==> src/adx_pkg.sv <==
package adx_pkg;

  // Clock and timing, times in ns
  localparam int CLK_NS = 20;
  localparam int PWRUP_NS = 500000;
  localparam int REF_WIN_NS = 16400000;
  localparam int REF_ROWS = 1024;
  localparam int INIT_CYCLES = 8;
  localparam int T_RP_NS = 60;
  localparam int T_CSR_NS = 10;
  localparam int T_RAS_NS = 80;
  localparam int T_CAS_NS = 60;

  // Least times round up, never below one cycle
  function automatic int cyc_min(input int ns);
    int c;
    c = (ns + CLK_NS - 1) / CLK_NS;
    return (c < 1) ? 1 : c;
  endfunction

  localparam int PWRUP_CYC = cyc_min(PWRUP_NS);
  // Longest spacing between refreshes rounds down
  localparam int REF_CYC = REF_WIN_NS / REF_ROWS / CLK_NS;
  localparam int RP_CYC = cyc_min(T_RP_NS);
  localparam int CSR_CYC = cyc_min(T_CSR_NS);
  localparam int RAS_CYC = cyc_min(T_RAS_NS);
  localparam int CAS_CYC = cyc_min(T_CAS_NS);

  // Geometry
  localparam int ADDR_W = 20;
  localparam int PIN_ADDR_W = 10;
  localparam int DATA_W = 16;
  localparam int LANES = 2;
  localparam int LANE_W = 8;
  localparam int WAIT_W = 4;
  localparam int INIT_W = 4;

  typedef enum logic [3:0] {
    S_PWRUP   = 4'h0,
    S_CBR_CAS = 4'h1,
    S_CBR_RAS = 4'h2,
    S_PRECH   = 4'h3,
    S_IDLE    = 4'h4,
    S_ROW_SET = 4'h5,
    S_ROW_LAT = 4'h6,
    S_COL_SET = 4'h7,
    S_COL_ACT = 4'h8
  } adx_state_e;

  typedef struct packed {
    logic ras_n;
    logic lower_col_strobe_n;
    logic upper_col_strobe_n;
    logic we_n;
    logic oe_n;
    logic [PIN_ADDR_W-1:0] addr;
  } adx_pins_s;

  localparam adx_pins_s PINS_IDLE = '{1'h1, 1'h1, 1'h1, 1'h1, 1'h1, 10'h000};

endpackage

==> src/adx_interval_timer.sv <==
`timescale 1ns/1ns
module adx_interval_timer #(
  parameter int W = 16,
  parameter logic [W-1:0] PERIOD = 16'h0320
) (
  input wire logic sys_clk,
  input wire logic rst_n,
  input wire logic run,
  output logic tick
);

  logic [W-1:0] count_r;
  logic tick_r;
  wire last = (count_r == PERIOD - W'(1));
  wire [W-1:0] count_nxt = !run ? '0 : (last ? '0 : count_r + W'(1));

  always_ff @(posedge sys_clk or negedge rst_n)
  begin
    if (!rst_n)
    begin
      count_r <= '0;
      tick_r <= 1'h0;
    end
    else
    begin
      count_r <= count_nxt;
      tick_r <= run && last;
    end
  end

  assign tick = tick_r;

endmodule

==> src/adx_dram_ctrl.sv <==
// Contract
// - Controller refreshes all 1024 rows every 16.4 ms.
// - After power-up wait 500 us, then eight row strobe cycles.
// - Row strobe toggling during the pause is allowed but not counted.
// - After over 16.4 ms row strobe idle, issue eight cycles first.
// - Use eight column-before-row cycles before relying on that refresh.
`timescale 1ns/1ns
module adx_dram_ctrl #(
  parameter int PWRUP_CYC = adx_pkg::PWRUP_CYC,
  parameter int REF_CYC = adx_pkg::REF_CYC
) (
  input wire logic sys_clk,
  input wire logic rst_n,
  input wire logic req_valid,
  output logic req_ready,
  input wire logic req_write,
  input wire logic [adx_pkg::LANES-1:0] req_be,
  input wire logic [adx_pkg::ADDR_W-1:0] req_addr,
  input wire logic [adx_pkg::DATA_W-1:0] req_wdata,
  output logic rsp_valid,
  output logic [adx_pkg::DATA_W-1:0] rsp_rdata,
  output logic init_done,
  output adx_pkg::adx_pins_s pins,
  input wire logic [adx_pkg::DATA_W-1:0] dq_in,
  output logic [adx_pkg::DATA_W-1:0] dq_out,
  output logic [adx_pkg::LANES-1:0] dq_oe
);

  localparam int LANES = adx_pkg::LANES;
  localparam int LW = adx_pkg::LANE_W;
  localparam int WW = adx_pkg::WAIT_W;
  localparam int PAW = adx_pkg::PIN_ADDR_W;

  adx_pkg::adx_state_e state_r, state_nxt;
  logic [WW-1:0] wait_r, wait_nxt;
  logic [adx_pkg::INIT_W-1:0] init_cnt_r;
  logic pwr_done_r, ref_pend_r, req_ready_r, rsp_valid_r;
  logic wr_r;
  logic [LANES-1:0] be_r;
  logic [adx_pkg::ADDR_W-1:0] addr_r;
  logic [adx_pkg::DATA_W-1:0] wdata_r, rdata_r, rdata_nxt;
  adx_pkg::adx_pins_s pins_r, pins_nxt;
  logic [LANES-1:0] dq_oe_r, dq_oe_nxt, lane_cas;
  wire pwr_tick, ref_tick;

  adx_interval_timer #(.W(16), .PERIOD(16'(PWRUP_CYC))) u_pwrup (
    .sys_clk(sys_clk),
    .rst_n(rst_n),
    .run(!pwr_done_r),
    .tick(pwr_tick)
  );

  adx_interval_timer #(.W(16), .PERIOD(16'(REF_CYC))) u_refresh (
    .sys_clk(sys_clk),
    .rst_n(rst_n),
    .run(pwr_done_r),
    .tick(ref_tick)
  );

  wire taken = req_valid && req_ready_r;
  wire wait_done = (wait_r == '0);
  wire init_full = (init_cnt_r == adx_pkg::INIT_W'(adx_pkg::INIT_CYCLES));
  wire [WW-1:0] ld_rp = WW'(adx_pkg::RP_CYC - 1);
  wire [WW-1:0] ld_csr = WW'(adx_pkg::CSR_CYC - 1);
  wire [WW-1:0] ld_ras = WW'(adx_pkg::RAS_CYC - 1);
  wire [WW-1:0] ld_cas = WW'(adx_pkg::CAS_CYC - 1);

  always_comb
  begin
    state_nxt = state_r;
    wait_nxt = wait_done ? '0 : wait_r - WW'(1);
    unique case (state_r)
      adx_pkg::S_PWRUP:
        if (pwr_done_r)
        begin
          state_nxt = adx_pkg::S_CBR_CAS;
          wait_nxt = ld_csr;
        end
      adx_pkg::S_CBR_CAS:
        if (wait_done)
        begin
          state_nxt = adx_pkg::S_CBR_RAS;
          wait_nxt = ld_ras;
        end
      adx_pkg::S_CBR_RAS:
        if (wait_done)
        begin
          state_nxt = adx_pkg::S_PRECH;
          wait_nxt = ld_rp;
        end
      adx_pkg::S_PRECH:
        if (wait_done)
        begin
          if (!init_full)
          begin
            state_nxt = adx_pkg::S_CBR_CAS;
            wait_nxt = ld_csr;
          end
          else
            state_nxt = adx_pkg::S_IDLE;
        end
      adx_pkg::S_IDLE:
        if (taken)
          state_nxt = adx_pkg::S_ROW_SET;
        else if (ref_pend_r)
        begin
          state_nxt = adx_pkg::S_CBR_CAS;
          wait_nxt = ld_csr;
        end
      adx_pkg::S_ROW_SET:
        state_nxt = adx_pkg::S_ROW_LAT;
      adx_pkg::S_ROW_LAT:
        state_nxt = adx_pkg::S_COL_SET;
      adx_pkg::S_COL_SET:
      begin
        state_nxt = adx_pkg::S_COL_ACT;
        wait_nxt = ld_cas;
      end
      adx_pkg::S_COL_ACT:
        if (wait_done)
        begin
          state_nxt = adx_pkg::S_PRECH;
          wait_nxt = ld_rp;
        end
      default:
      begin
        state_nxt = adx_pkg::S_PWRUP;
        wait_nxt = '0;
      end
    endcase
  end

  // Pin decode from the next state
  wire cbr_nxt = (state_nxt == adx_pkg::S_CBR_CAS) || (state_nxt == adx_pkg::S_CBR_RAS);
  wire col_nxt = (state_nxt == adx_pkg::S_COL_SET) || (state_nxt == adx_pkg::S_COL_ACT);
  wire act_nxt = (state_nxt == adx_pkg::S_COL_ACT);
  wire ras_nxt = col_nxt || (state_nxt == adx_pkg::S_ROW_LAT)
    || (state_nxt == adx_pkg::S_CBR_RAS);
  wire last_col = (state_r == adx_pkg::S_COL_ACT) && wait_done;
  wire ref_clear = (state_nxt == adx_pkg::S_CBR_CAS) && (state_r != adx_pkg::S_CBR_CAS);
  wire ref_pend_nxt = ref_tick || (ref_pend_r && !ref_clear);
  // Row address goes out at the taken edge, ahead of the row strobe
  wire [adx_pkg::ADDR_W-1:0] addr_src = taken ? req_addr : addr_r;
  wire [PAW-1:0] row_addr = addr_src[adx_pkg::ADDR_W-1:PAW];
  wire [PAW-1:0] col_addr = addr_src[PAW-1:0];

  genvar gi;
  generate
    for (gi = 0; gi < LANES; gi++)
    begin : g_lane
      assign lane_cas[gi] = cbr_nxt || (act_nxt && be_r[gi]);
      assign dq_oe_nxt[gi] = col_nxt && wr_r && be_r[gi];
      assign rdata_nxt[gi*LW +: LW] = be_r[gi] ? dq_in[gi*LW +: LW] : '0;
    end
  endgenerate

  assign pins_nxt.ras_n = !ras_nxt;
  assign pins_nxt.lower_col_strobe_n = !lane_cas[0];
  assign pins_nxt.upper_col_strobe_n = !lane_cas[1];
  assign pins_nxt.we_n = !(col_nxt && wr_r);
  assign pins_nxt.oe_n = !(act_nxt && !wr_r);
  assign pins_nxt.addr = col_nxt ? col_addr : row_addr;

  always_ff @(posedge sys_clk or negedge rst_n)
  begin
    if (!rst_n)
    begin
      state_r <= adx_pkg::S_PWRUP;
      wait_r <= '0;
      pins_r <= adx_pkg::PINS_IDLE;
      dq_oe_r <= '0;
      ref_pend_r <= 1'h0;
      req_ready_r <= 1'h0;
    end
    else
    begin
      state_r <= state_nxt;
      wait_r <= wait_nxt;
      pins_r <= pins_nxt;
      dq_oe_r <= dq_oe_nxt;
      ref_pend_r <= ref_pend_nxt;
      req_ready_r <= (state_nxt == adx_pkg::S_IDLE) && !ref_pend_nxt;
    end
  end

  always_ff @(posedge sys_clk or negedge rst_n)
  begin
    if (!rst_n)
    begin
      pwr_done_r <= 1'h0;
      init_cnt_r <= '0;
      rsp_valid_r <= 1'h0;
      rdata_r <= '0;
    end
    else
    begin
      pwr_done_r <= pwr_done_r || pwr_tick;
      if (state_r == adx_pkg::S_CBR_RAS && wait_done && !init_full)
        init_cnt_r <= init_cnt_r + adx_pkg::INIT_W'(1);
      rsp_valid_r <= last_col;
      if (last_col && !wr_r)
        rdata_r <= rdata_nxt;
    end
  end

  always_ff @(posedge sys_clk or negedge rst_n)
  begin
    if (!rst_n)
    begin
      wr_r <= 1'h0;
      be_r <= '0;
      addr_r <= '0;
      wdata_r <= '0;
    end
    else if (taken)
    begin
      wr_r <= req_write;
      be_r <= req_be;
      addr_r <= req_addr;
      wdata_r <= req_wdata;
    end
  end

  assign req_ready = req_ready_r;
  assign rsp_valid = rsp_valid_r;
  assign rsp_rdata = rdata_r;
  assign init_done = req_ready_r;
  assign pins = pins_r;
  assign dq_out = wdata_r;
  assign dq_oe = dq_oe_r;

  // Helper: cycles since the row strobe was last active
  logic [15:0] ras_idle_r;
  always_ff @(posedge sys_clk or negedge rst_n)
  begin
    if (!rst_n)
      ras_idle_r <= '0;
    else if (!pins_r.ras_n || !pwr_done_r)
      ras_idle_r <= '0;
    else if (ras_idle_r != 16'hffff)
      ras_idle_r <= ras_idle_r + 16'h0001;
  end
endmodule

==> config.mk <==
export PLATFORM = sky130hd
export DESIGN_NAME = adx_dram_ctrl
export DESIGN_NICKNAME = d
export VERILOG_FILES = /design/src/adx_pkg.sv /design/src/adx_interval_timer.sv /design/src/adx_dram_ctrl.sv
export SDC_FILE = /design/constraint.sdc
export NUM_CORES = 1
export LEC_CHECK = 0
export BUFFER_PORTS_ARGS = -buffer_cell sky130_fd_sc_hd__buf_4
export CORE_MARGIN = 2
export CORE_UTILIZATION = 54
export DETAILED_ROUTE_END_ITERATION = 6
export PLACE_DENSITY = 0.76
export SLEW_MARGIN = 40
export SYNTH_ARGS = -nofsm -noshare
export SYNTH_HDL_FRONTEND = slang
export SYNTH_HIERARCHICAL = 1
export SYNTH_SLANG_ARGS = --single-unit
==> constraint.sdc <==
create_clock -name sys_clk -period 3 [get_ports sys_clk]
set_input_delay 0.3 -clock sys_clk [delete_from_list [all_inputs] [get_ports sys_clk]]
set_output_delay 0.3 -clock sys_clk [all_outputs]
set_load 0.01 [all_outputs]
* Word-level counts from Yosys, hierarchy flattened *
Index checks and enable logic that the tools add are counted.

operators by class
  $add $sub $neg = 4
  equal/unequal tests = 18
  multiplexer cells = 25
  reductions and logical operators = 38

operator list
  operator               number
  $mux 16                4
  $mux 4                 14
  $add 16x1->16 const B  2
  $pmux 4 s8             1
  $eq 4x3->1 const B     7
  $pmux 4 s7             1
  $mux 20                1
  $eq 16x10->1 const B   1
  $eq 16x15->1 const B   1
  $logic_and 1x1->1      16
  $mux 8                 2
  $eq 4x2->1 const B     3
  $eq 4x4->1 const B     3
  $logic_not 1->1        10
  $mux 10                1
  $eq 4x1->1 const B     2
  $logic_not 4->1        2
  $logic_or 1x1->1       8
  $add 4x1->4 const B    1
  $ne 4x1->1 const B     1
  $reduce_or 2->1        2
  $sub 4x1->4 const B    1
  $mux 3                 1

storage, ports and cells
  register bits after elaboration = 122
  output and inout port bits = 52
  word-level logic and storage cells = 108

* Depth between registers and ports, before layout *
Gate-level depths: netlist of run 1.

  depth in word-level cells = 11
  gate-level depth with buffers = 9
  mapped depth without buffers = 8

* By module *
The synthesis of run 1 kept the hierarchy.

modules (own cells, without submodules)
  module                           instances  cells an instance  area an instance (um^2)
  adx_dram_ctrl                    1          296                3,601.0
  adx_interval_timer at u_pwrup    1          86                 839.6
  adx_interval_timer at u_refresh  1          84                 822.0

* Worst setup path before layout of run 1 *
OpenSTA, ideal clock, no wires.

  kind = register -> register
  start = reg wait_r[0]
  end = reg pins_r (netlist bit pins[12])
  arrival = 1,987 ps
  slack = 931 ps
  stages on the path, launching flop included = 10
  period minus slack after synthesis = 2,069 ps
  path through = dfrtp_1 > inv_1 > ha_1 > or3b_1 > clkbuf_2 > or4_1 > o21a_1 > nor2_4 > nor2_1 > a22oi_1

RTL lines
  element                   line                  text
  start: declaration        adx_dram_ctrl.sv:35   logic [WW-1:0] wait_r, wait_nxt;
  start signal: assignment  adx_dram_ctrl.sv:178  wait_r <= wait_nxt;
  end signal: assignment    adx_dram_ctrl.sv:170  pins_r <= adx_pkg::PINS_IDLE;
  end signal: assignment    adx_dram_ctrl.sv:179  pins_r <= pins_nxt;
  end: declaration          adx_dram_ctrl.sv:42   adx_pkg::adx_pins_s pins_r, pins_nxt;

==> results of run 1 <==
-- report_power, final --
part,internal [mW],total [mW],switching (mW)
clock network,1.40,2.15,0.752
registers,1.65,1.65,0
logic,0.0546,0.0980,0.0434
total,3.10,3.90,0.796
-- per-layer routing --
layer	track usage, %	share of wire (%)
met1	28.5	42
met2	38.0	52
met3	5.56	5.4
met4	8.10	1.0
met5	0	0
-- cell type report --
class / instances / share of cell area (%)
multi-input combinational: 308 / 29.9
clock buffer: 19 / 6.41
tap: 133 / 2.42
timing repair buffer: 118 / 13.3
clock inverter: 13 / 2.78
sequential: 122 / 44.4
inverter: 15 / 0.818
-- cell families (layout without fill, tap and decap cells) --
family          count (synthesis)  in the layout  share of synthesized area, %
mux                            49             49                          10.5
flops                         122            122                          58.1
xor+xnor                       32             32                          5.33
fa+ha+maj                       6              6                          1.43
compound gates                 48             48                          5.42
simple gates                  173            173                          16.4
buf+inv                        36            165                          2.85
-- cell usage in the layout (no fill, tap or decap), drive strengths merged, types with 2 or more instances in the layout --
master | netlist | final
dfrtp | 117 | 117
buf | 8 | 113
nand2 | 50 | 50
mux2 | 49 | 49
nor2 | 47 | 47
xnor2 | 25 | 25
o21ai | 23 | 23
clkbuf | 13 | 19
inv | 15 | 17
nor3 | 15 | 15
nand4 | 11 | 11
nand3 | 9 | 9
a21oi | 7 | 7
xor2 | 7 | 7
and3 | 7 | 7
ha | 6 | 6
clkinvlp | 0 | 6
dlygate4sd3 | 0 | 5
dfstp | 5 | 5
nor4 | 5 | 5
nand2b | 4 | 4
and2 | 4 | 4
or4 | 4 | 4
bufinv | 0 | 4
nor3b | 3 | 3
o22ai | 3 | 3
a22oi | 3 | 3
or3 | 3 | 3
a211oi | 2 | 2
nand3b | 2 | 2
o211ai | 2 | 2
or2 | 2 | 2
nand4b | 2 | 2
o31ai | 2 | 2
-- cells in the mapped netlist, drive strengths merged (5+ instances only) --
master,instances,area [um^2]
ha,6,75.1
xor2,7,61.3
clkbuf,13,50.0
a21oi,7,35.0
nor3,15,75.1
nor4,5,37.5
nand3,9,45.0
o21ai,23,115
dfstp,5,131
and3,7,43.8
xnor2,25,219
dfrtp,117,2930
nor2,47,184
mux2,49,552
nand4,11,75.1
inv,15,56.3
buf,8,43.8
nand2,50,188
-- state kept, by name, summed over array words and instances (netlist names), 4 cells and up --
name,cells
addr_r,20
dq_out,16
init_cnt_r,4
pins,15
rsp_rdata,16
state_r,4
u_pwrup/count_r,16
u_refresh/count_r,16
wait_r,4
-- metrics by stage --
| stage | hold slack (ps) | cell area, um^2 | utilization, % | setup WS, ps | instances |
|---|---|---|---|---|---|
| after floorplan | 4.41 | 5260 | - | 931 | 466 |
| after detailed placement | 425 | 6200 | 64.6 | 689 | 691 |
| after global placement | 417 | 6200 | 64.6 | 798 | 691 |
| after CTS | 1.46 | 6880 | 71.7 | 674 | 728 |
| after global routing | 2.42 | 6890 | 71.8 | 410 | 728 |
| final | 17.2 | 6890 | 71.8 | 624 | 728 |
-- path summary, 6_finish.rpt --
kind	startpoint	endpoint	slack (ps)	cells after the start
worst max-delay path	wait_r[0]	pins[13]	620	8
worst min-delay path	req_wdata[15]	dq_out[15]	20	2
worst max register to register	wait_r[0]	pins[13]	620	8
worst min register to register	u_pwrup/tick	pwr_done_r	440	1
max in group asynchronous	rst_n	pins[13]	1960	3
min in group asynchronous	rst_n	addr_r[9]	360	2
-- worst max-delay path: stages, from the launching register on --
cell	delay, ps
dfrtp_1	390
inv_1	90
ha_1	160
nor3b_1	640
o21ai_0	200
xor2_1	170
o22ai_1	300
xor2_1	240
a22oi_1	100
==> flow_metrics.py, run 1 <==
metrics = {
    "outcome": {
        "run_status": "finished, final reports clean",
    },
    "finish": {
        "multi_input_area_mm2": 0.00206,
        "fin_nets": 646,
        "drive_above_1_share_pct": 35.0,
        "synthToLayoutAreaGrowth_pct": 30.9,
        "antennaDiodeCount": 0,
        "num-fill-cells": 679,
        "seq_area_mm2": 0.00306,
    },
    "clock_tree": {
        "cts.sinks": 122,
        "clk_latency_ps": 520,
        "cts_tree": "done",
        "clk_pin_slew_ps": 60,
        "postCtsSetupBuffers": 0,
        "cts_resized": 0,
        "cts.hold.buffers_added": 5,
        "root_buffer": "clkbuf_8",
        "clock_path_buffers": 2,
        "htreeDepth": 4,
        "numCtsBuffers": 17,
    },
    "timing": {
        "min_period_over_period_pct": 79.2,
        "hold_violations": 0,
        "finalClockSkew_ps": 5.40,
        "setup_tns_ps": 0,
        "drv_slew": 0,
        "rsz0062_at_grt": "false",
        "period_needed_ps": 2380,
        "setup_viol": 0,
        "max_freq_mhz": 421,
        "relSlewSlack_pct": 49.1,
        "tightest_slew_ps": 761,
    },
    "placement": {
        "io_buffer_count": 109,
        "hpwl_mm": 7.36,
        "gp_congestion": 0.830,
    },
    "die": {
        "die_w_um": 103,
        "rows": 36,
        "die_y_um": 103,
        "dieArea_mm2": 0.0106,
        "initial_utilization_pct": 54.9,
        "core_area_mm2": 0.00959,
        "ios": 110,
    },
    "global_routing": {
        "globalRouteTotalUtil_pct": 22.6,
        "grt_pass1_vias": 3800,
        "grt_pass1_wl_mm": 18.1,
        "grt_max_degree": 66,
        "gr-total-overflow": 0,
        "antenna_found_initial": 0,
    },
    "pwr": {
        "powerDensity_mw_per_mm2": 566,
        "p_leak_nw": 3.28,
        "report.power.total_mw": 3.90,
        "vdd_drop_max_mv": 0.370,
    },
    "synthesis": {
        "syn_inst": 466,
        "syn_area_mm2": 0.00526,
        "yosysSeqAreaShare_pct": 58.1,
        "synth-main-ff-cell": "dfrtp_1",
        "syn_nets": 530,
        "synth_area_per_cell_um2": 11.3,
        "ys_ff_latch": 122,
        "async_flop_share_pct": 100,
        "yosys.cell_types.count": 49,
        "synth-edff-count": 0,
        "yosys_warnings": 6,
    },
    "route": {
        "drt-initial-drc-count": 242,
        "vias": 3906,
        "first_pass_iters": 5,
        "ant_nets": 0,
        "avgRoutedWirePerCell_um": 15.7,
        "drc": 0,
        "vias_per_cell": 5.37,
        "wirelength_mm": 11.4,
    },
    "setup_path": {
        "critPathLaunchType": "flip-flop",
        "critPathArrivalTime_ps": 2800,
        "crit_path_end_kind": "flip-flop",
        "crit_path_max_fanout": 8,
        "worstPathRequired_ps": 3420,
        "worstSetupPathType": "reg2reg",
    },
    "flow_run": {
        "cap_violations": 0,
    },
    "hold_path": {
        "holdCritPathClass": "in2reg",
    },
}
Note: power is estimated with default switching activity, not from simulation.
==> run 2, diff against run 1 <==
Settings changed: ABC_AREA set to 1, CORE_UTILIZATION 54 to 50, PLACE_DENSITY 0.76 to 0.73.
Clock period 3 ns to 2.1 ns, I/O delays scaled along.
==> run 2 against run 1 <==
Non-clock buffer count is 44 higher. Critical endpoint is now dq_oe[1]. Critical path depth up 1. Fmax is 32% higher. Core utilization fell by 1.3 points. Via count rose by 19%. Global-route usage about the same. Clock power rose by 40%. Final cell count rose by 29%. Sequential share of layout area is 4.6 points lower. Setup slack got worse by 320 ps. Synthesized area grew 6.3%. Synthesized cell count increased by 32%.
==> flow_metrics.py, run 2 <==
metrics = {
    "outcome": {
        "run_status": "finished, final reports clean",
    },
    "synthesis": {
        "yosys.area.top_type": "dfrtp_1",
        "synth_area_per_cell_um2": 9.07,
        "syn_inst": 617,
        "syn_nets": 681,
        "yosys.cell_types.count": 35,
        "synth-edff-count": 0,
        "synth_top_area_share_pct": 52.3,
        "synth-main-ff-cell": "dfrtp_1",
        "ys_ff_latch": 122,
        "post-synth-top-count-cell": "dfrtp_1",
        "yosysSeqAreaShare_pct": 54.7,
        "syn_area_mm2": 0.00560,
        "synthTopCellsByArea": "dfrtp_1 (52%), nand2_1 (6.8%), nor2_1 (6.0%)",
        "yosys_warnings": 6,
        "synth_common_cells": "dfrtp_1 (117), nand2_1 (102), nor2_1 (90)",
        "async_flop_share_pct": 100,
    },
    "placement": {
        "gp_congestion": 0.919,
        "dp_slack_ps": 326,
        "io_buffer_count": 109,
        "placed_cell_area_mm2": 0.00660,
        "hpwl_mm": 8.68,
        "place_inst": 859,
    },
    "finish": {
        "largest_reg_flops": 20,
        "instances_no_fill": 937,
        "design_area_mm2": 0.00768,
        "drive_above_1_share_pct": 28.5,
        "fin_nets": 848,
        "top_register": "addr_r",
        "layout_common_cells": "dfrtp_1 (117), buf_4 (114), nand2_1 (101)",
        "synthToLayoutAreaGrowth_pct": 37.2,
        "layout_commonest_cell": "dfrtp_1",
        "antennaDiodeCount": 0,
    },
    "clock_tree": {
        "cts.sinks": 122,
        "clk_latency_ps": 510,
        "cts_resized": 0,
        "htreeDepth": 4,
        "clock_path_buffers": 2,
        "cts.hold.buffers_added": 46,
        "cts_tree": "done",
        "numCtsBuffers": 17,
        "postCtsSetupBuffers": 0,
        "clk_pin_slew_ps": 60,
        "root_buffer": "clkbuf_8",
    },
    "pwr": {
        "p_leak_nw": 3.87,
        "share_comb_of_total_power_pct": 3.9,
        "p_clk_share_pct": 53.9,
        "vdd_drop_max_mv": 0.519,
        "seqPwrFrac_pct": 42.2,
        "swShare_pct": 22.1,
        "p_switching_mw": 1.23,
        "powerDensity_mw_per_mm2": 725,
        "p_int_mw": 4.34,
    },
    "route": {
        "first_pass_iters": 4,
        "vias_per_cell": 4.95,
        "wirelength_mm": 13.2,
        "vias": 4642,
        "avgRoutedWirePerCell_um": 14.0,
        "ant_nets": 0,
        "drc": 0,
        "drt-initial-drc-count": 328,
    },
    "timing": {
        "setup_tns_ps": 0,
        "period_needed_ps": 1790,
        "min_period_over_period_pct": 85.4,
        "whs_ps": 86.0,
        "max_freq_mhz": 558,
        "rsz0062_at_grt": "false",
        "hold_violations": 0,
        "setup_slack_ps": 306,
        "finalClockSkew_ps": 8.07,
        "tightest_slew_ps": 628,
        "relSlewSlack_pct": 58.2,
        "drv_slew": 0,
        "setup_viol": 0,
    },
    "die": {
        "initial_utilization_pct": 51.4,
        "rows": 38,
        "core_area_mm2": 0.0109,
        "dieArea_mm2": 0.0121,
        "die_y_um": 110,
        "ios": 110,
        "die_w_um": 110,
    },
    "setup_path": {
        "cp-startpoint": "wait_r[0]",
        "worstPathRequired_ps": 2530,
        "reg2regPathDepth": 9,
        "r2r-start": "wait_r[0]",
        "worstSetupPathType": "reg2reg",
        "crit_path_max_fanout": 21,
        "rr_endpoint": "dq_oe[1]",
        "r2r_slack_ps": 310,
        "crit_path_end_kind": "flip-flop",
        "critPathArrivalTime_ps": 2220,
        "critPathLaunchType": "flip-flop",
    },
    "global_routing": {
        "gr-total-overflow": 0,
        "grt_pass1_wl_mm": 21.1,
        "grt_max_degree": 50,
        "antenna_found_initial": 0,
        "globalRouteTotalUtil_pct": 22.6,
        "grt_pass1_vias": 4614,
    },
    "hold_path": {
        "holdPathEnd": "addr_r[10]",
        "hold_depth": 4,
        "holdCritPathClass": "in2reg",
        "min_from": "req_addr[10]",
    },
    "flow_run": {
        "cap_violations": 0,
    },
}
run 2: cell types whose count changed after synthesis, moves of 7 or more:
cell     delta
xnor2_1    -23
nor3_1     -12
mux2_2     -23
and3_1      -7
nand2_1    +52
nor2_1     +44
nand2_2    +18
o21ai_1    +13
nand3_1    +37
inv_1      +55
nor2_2     +12
run 2: area by class of cell:
cell class | count | area (um^2)
Inverter | 79 | 298
Tap cell | 140 | 175
Fill cell | 731 | 3210
Clock inverter | 15 | 200
Clock buffer | 17 | 414
Multi-Input combinational cell | 402 | 2180
Timing Repair Buffer | 162 | 1360
Sequential cell | 122 | 3060
run 2: logic make-up after synthesis:
logic type                 after synthesis  share of synthesized area (%)
DFF                                    122                           54.7
muxes                                   26                           5.23
and+or+nand+nor                        305                           25.2
xor gates and xnor gates                15                           2.35
AOI/OAI and AO/OA                       50                           4.74
buffers and inverters                   93                           6.48
adders and majority gates                6                           1.34
run 2: metrics by stage:
stage / util [%] / total power [mW]
finish: 70.5 / 5.57
detailed placement: 60.7 / 2.54
global route: 70.5 / 5.77
global placement: 60.7 / 2.53
CTS: 70.5 / 5.62
floorplan: - / 2.40
run 2: critical path, cell delays in order, from the launching register on:
cell     delay [ps]
dfrtp_1         350
inv_1            70
ha_1            220
nand2_2         190
nand4_1         130
nand2_2         150
a21oi_2          60
inv_2           270
nand2_1         150
nor2_1          120
run 2: power by group through the flow:
stage / clock network [mW] / registers, mW / logic, mW
floorplan: 0 / 2.39 / 0.00300
global placement: 0 / 2.39 / 0.141
detailed placement: 0 / 2.39 / 0.143
CTS: 3.05 / 2.35 / 0.213
global route: 3.18 / 2.35 / 0.233
finish: 3.00 / 2.35 / 0.215
run 2: layer usage:
layer  vias to the layer above  track usage, %  routed length [um]
li1                       2300               -                   -
met1                      2194            27.0                5580
met2                       133            39.3                6580
met3                        15            6.64                 800
met4                         0            6.60                 192
met5                         -               0                   0
run 2: worst max path at each step:
stage                            end  cells after the start
after CTS                   dq_oe[1]                      9
after global routing        dq_oe[0]                      9
after detailed placement    dq_oe[1]                      9
final                       dq_oe[1]                      9
after floorplan           dq_out[10]                      4
after global placement      dq_oe[1]                      9
==> run 3, diff against run 2 <==
Settings changed: BUFFER_PORTS_ARGS -buffer_cell sky130_fd_sc_hd__buf_4 to unset, CORE_UTILIZATION 50 to 62, DONT_BUFFER_PORTS set to 1, PLACE_DENSITY 0.73 to 0.75.
Clock period 2.1 ns to 1.8 ns, I/O delays scaled along.
==> run 3 against run 2 <==
The run now ends with negative hold slack, negative setup slack left. Fmax down 0.40%. Setup slack worse by 310 ps. Via count down 1.3%. Clock skew up 3.7 ps. Total power up 9.0%. Critical path depth down 4. Core utilization up 9.6 points. Wire length up 2.1%. Sequential power up 17%. Sequential share of layout area up 3.9 points. Clock-buffer cell count unchanged. Flip-flop and latch count unchanged. Largest cell class unchanged.
==> flow_metrics.py, run 3 (same netlist as run 2, synthesis figures left out) <==
metrics = {
    "setup_path": {
        "crit_slowest_cell": "dlygate4sd3_1",
        "crit_path_max_fanout": 12,
        "crit_chain": "buf_4 -> nand3_1 -> dlygate4sd3_1 -> and2_1 -> o21ai_1",
        "critPathLaunchType": "flip-flop",
        "cpPeakStageDelay_ps": 610,
        "crit_path_end_kind": "flip-flop",
        "worstSetupPathType": "reg2reg",
        "r2r-start": "init_done",
        "worstPathRequired_ps": 2240,
        "critPathArrivalTime_ps": 2240,
        "reg2regPathDepth": 5,
        "rr_endpoint": "pins[0]",
        "r2r_slack_ps": -1,
    },
    "timing": {
        "period_needed_ps": 1800,
        "setup_viol": 1,
        "setup_tns_ps": -0.951,
        "max_freq_mhz": 555,
        "tightest_slew_ps": 379,
        "min_period_over_period_pct": 100,
        "hold_violations": 122,
        "setup_slack_ps": -0.951,
        "whs_ps": -650,
        "relSlewSlack_pct": 74.7,
        "drv_slew": 0,
        "finalClockSkew_ps": 11.7,
    },
    "route": {
        "drt-initial-drc-count": 315,
        "vias": 4580,
        "vias_per_cell": 5.61,
        "drc": 0,
        "ant_nets": 0,
        "avgRoutedWirePerCell_um": 16.4,
        "wirelength_mm": 13.4,
        "first_pass_iters": 5,
    },
    "placement": {
        "placed_cell_area_mm2": 0.00573,
        "gp_congestion": 0.880,
        "io_buffer_count": 0,
        "place_inst": 716,
        "hpwl_mm": 7.71,
    },
    "hold_path": {
        "holdCritPathClass": "in2async",
    },
    "global_routing": {
        "grt_pass1_wl_mm": 22.1,
        "gr-total-overflow": 0,
        "globalRouteTotalUtil_pct": 28.7,
        "antenna_found_initial": 1,
        "grt_max_degree": 123,
        "grt_pass1_vias": 4645,
    },
    "die": {
        "die_w_um": 99,
        "dieArea_mm2": 0.00980,
        "core_area_mm2": 0.00872,
        "ios": 110,
        "rows": 34,
        "initial_utilization_pct": 64.2,
        "die_y_um": 99,
    },
    "finish": {
        "instances_no_fill": 817,
        "final_util_pct": 80.2,
        "fin_nets": 759,
        "num-fill-cells": 474,
        "drive_above_1_share_pct": 17.5,
        "layout_common_cells": "dfrtp_1 (117), nand2_1 (101), nor2_1 (89)",
        "design_area_mm2": 0.00699,
        "top_register": "addr_r",
        "synthToLayoutAreaGrowth_pct": 25.0,
        "layout_commonest_cell": "dfrtp_1",
        "seq_area_mm2": 0.00306,
        "largest_reg_flops": 20,
        "multi_input_area_mm2": 0.00221,
    },
    "clock_tree": {
        "clk_latency_ps": 520,
        "cts.hold.buffers_added": 62,
        "clk_pin_slew_ps": 70,
        "htreeDepth": 4,
        "root_buffer": "clkbuf_8",
        "clock_path_buffers": 2,
        "numCtsBuffers": 17,
        "cts_tree": "done",
        "cts.sinks": 122,
    },
    "pwr": {
        "vdd_drop_max_mv": 0.656,
        "powerDensity_mw_per_mm2": 868,
        "p_leak_nw": 3.38,
    },
    "outcome": {
        "run_status": "finished with violations",
        "violations": "negative hold slack, negative setup slack",
    },
    "flow_run": {
        "cap_violations": 0,
    },
}
-- run 3: stage by stage --
stage          hold WS (ps)  power, mW  setup WS [ps]
6_report               -650       6.07         -0.951
5_1_grt                -668       6.23          -17.5
4_1_cts                -661       6.05           2.02
3_5_place_dp           -111       2.79           25.0
3_3_place_gp           -112       2.79            151
2_1_floorplan          -116       2.80            265
-- run 3: repair_timing --
| action | 4_1_cts | 5_1_grt |
|---|---|---|
| endpoints found under the hold margin | 187 | 122 |
| setup endpoints to repair | 0 | 19 |
| resized for setup | 0 | 11 |
| buffers inserted | 0 | 4 |
-- run 3: final cells by class --
| cell class | instances | area share, % |
|---|---|---|
| sequential | 122 | 43.8 |
| clock buffer | 17 | 5.92 |
| multi-input combinational | 402 | 31.6 |
| clock inverter | 15 | 2.08 |
| inverter | 79 | 4.33 |
| tap | 108 | 1.93 |
| antenna | 1 | 0.0358 |
| timing repair buffer | 71 | 10.2 |
| timing repair inverter | 2 | 0.161 |
-- run 3: layer usage --
metal	routed length, um	track usage [%]	up-vias	part of all wire, %
li1	-	-	2120	-
met1	5320	35.4	2244	40
met2	6870	48.0	173	51
met3	784	6.95	43	5.8
met4	447	12.9	0	3.3
met5	0	0	-	0
-- run 3: worst max-delay path by stage --
stage / to / slack [ps] / startpoint / cells past startpoint
6_report: pins[0] / -1 / init_done / 5
5_1_grt: pins[0] / -20 / wait_r[0] / 9
2_1_floorplan: dq_out[10] / 270 / init_done / 4
3_5_place_dp: dq_oe[0] / 20 / wait_r[0] / 9
3_3_place_gp: dq_oe[1] / 150 / wait_r[0] / 9
4_1_cts: dq_oe[0] / 2 / wait_r[0] / 9
-- run 3: where the power goes --
part           internal, mW  switching (mW)  leakage, nW
sequential             2.74               0         1.56
combinational        0.0815          0.0224         1.56
clock                  1.77            1.45        0.268
total                  4.59            1.48         3.38
-- run 3: critical path, delay by kind of cell (launching register included) --
kind                   cells  cell delay (ps)
flip-flops                 1              360
AND/OR/NAND/NOR            2              340
buffers and inverters      2              860
AO/OA/AOI/OAI              1              170
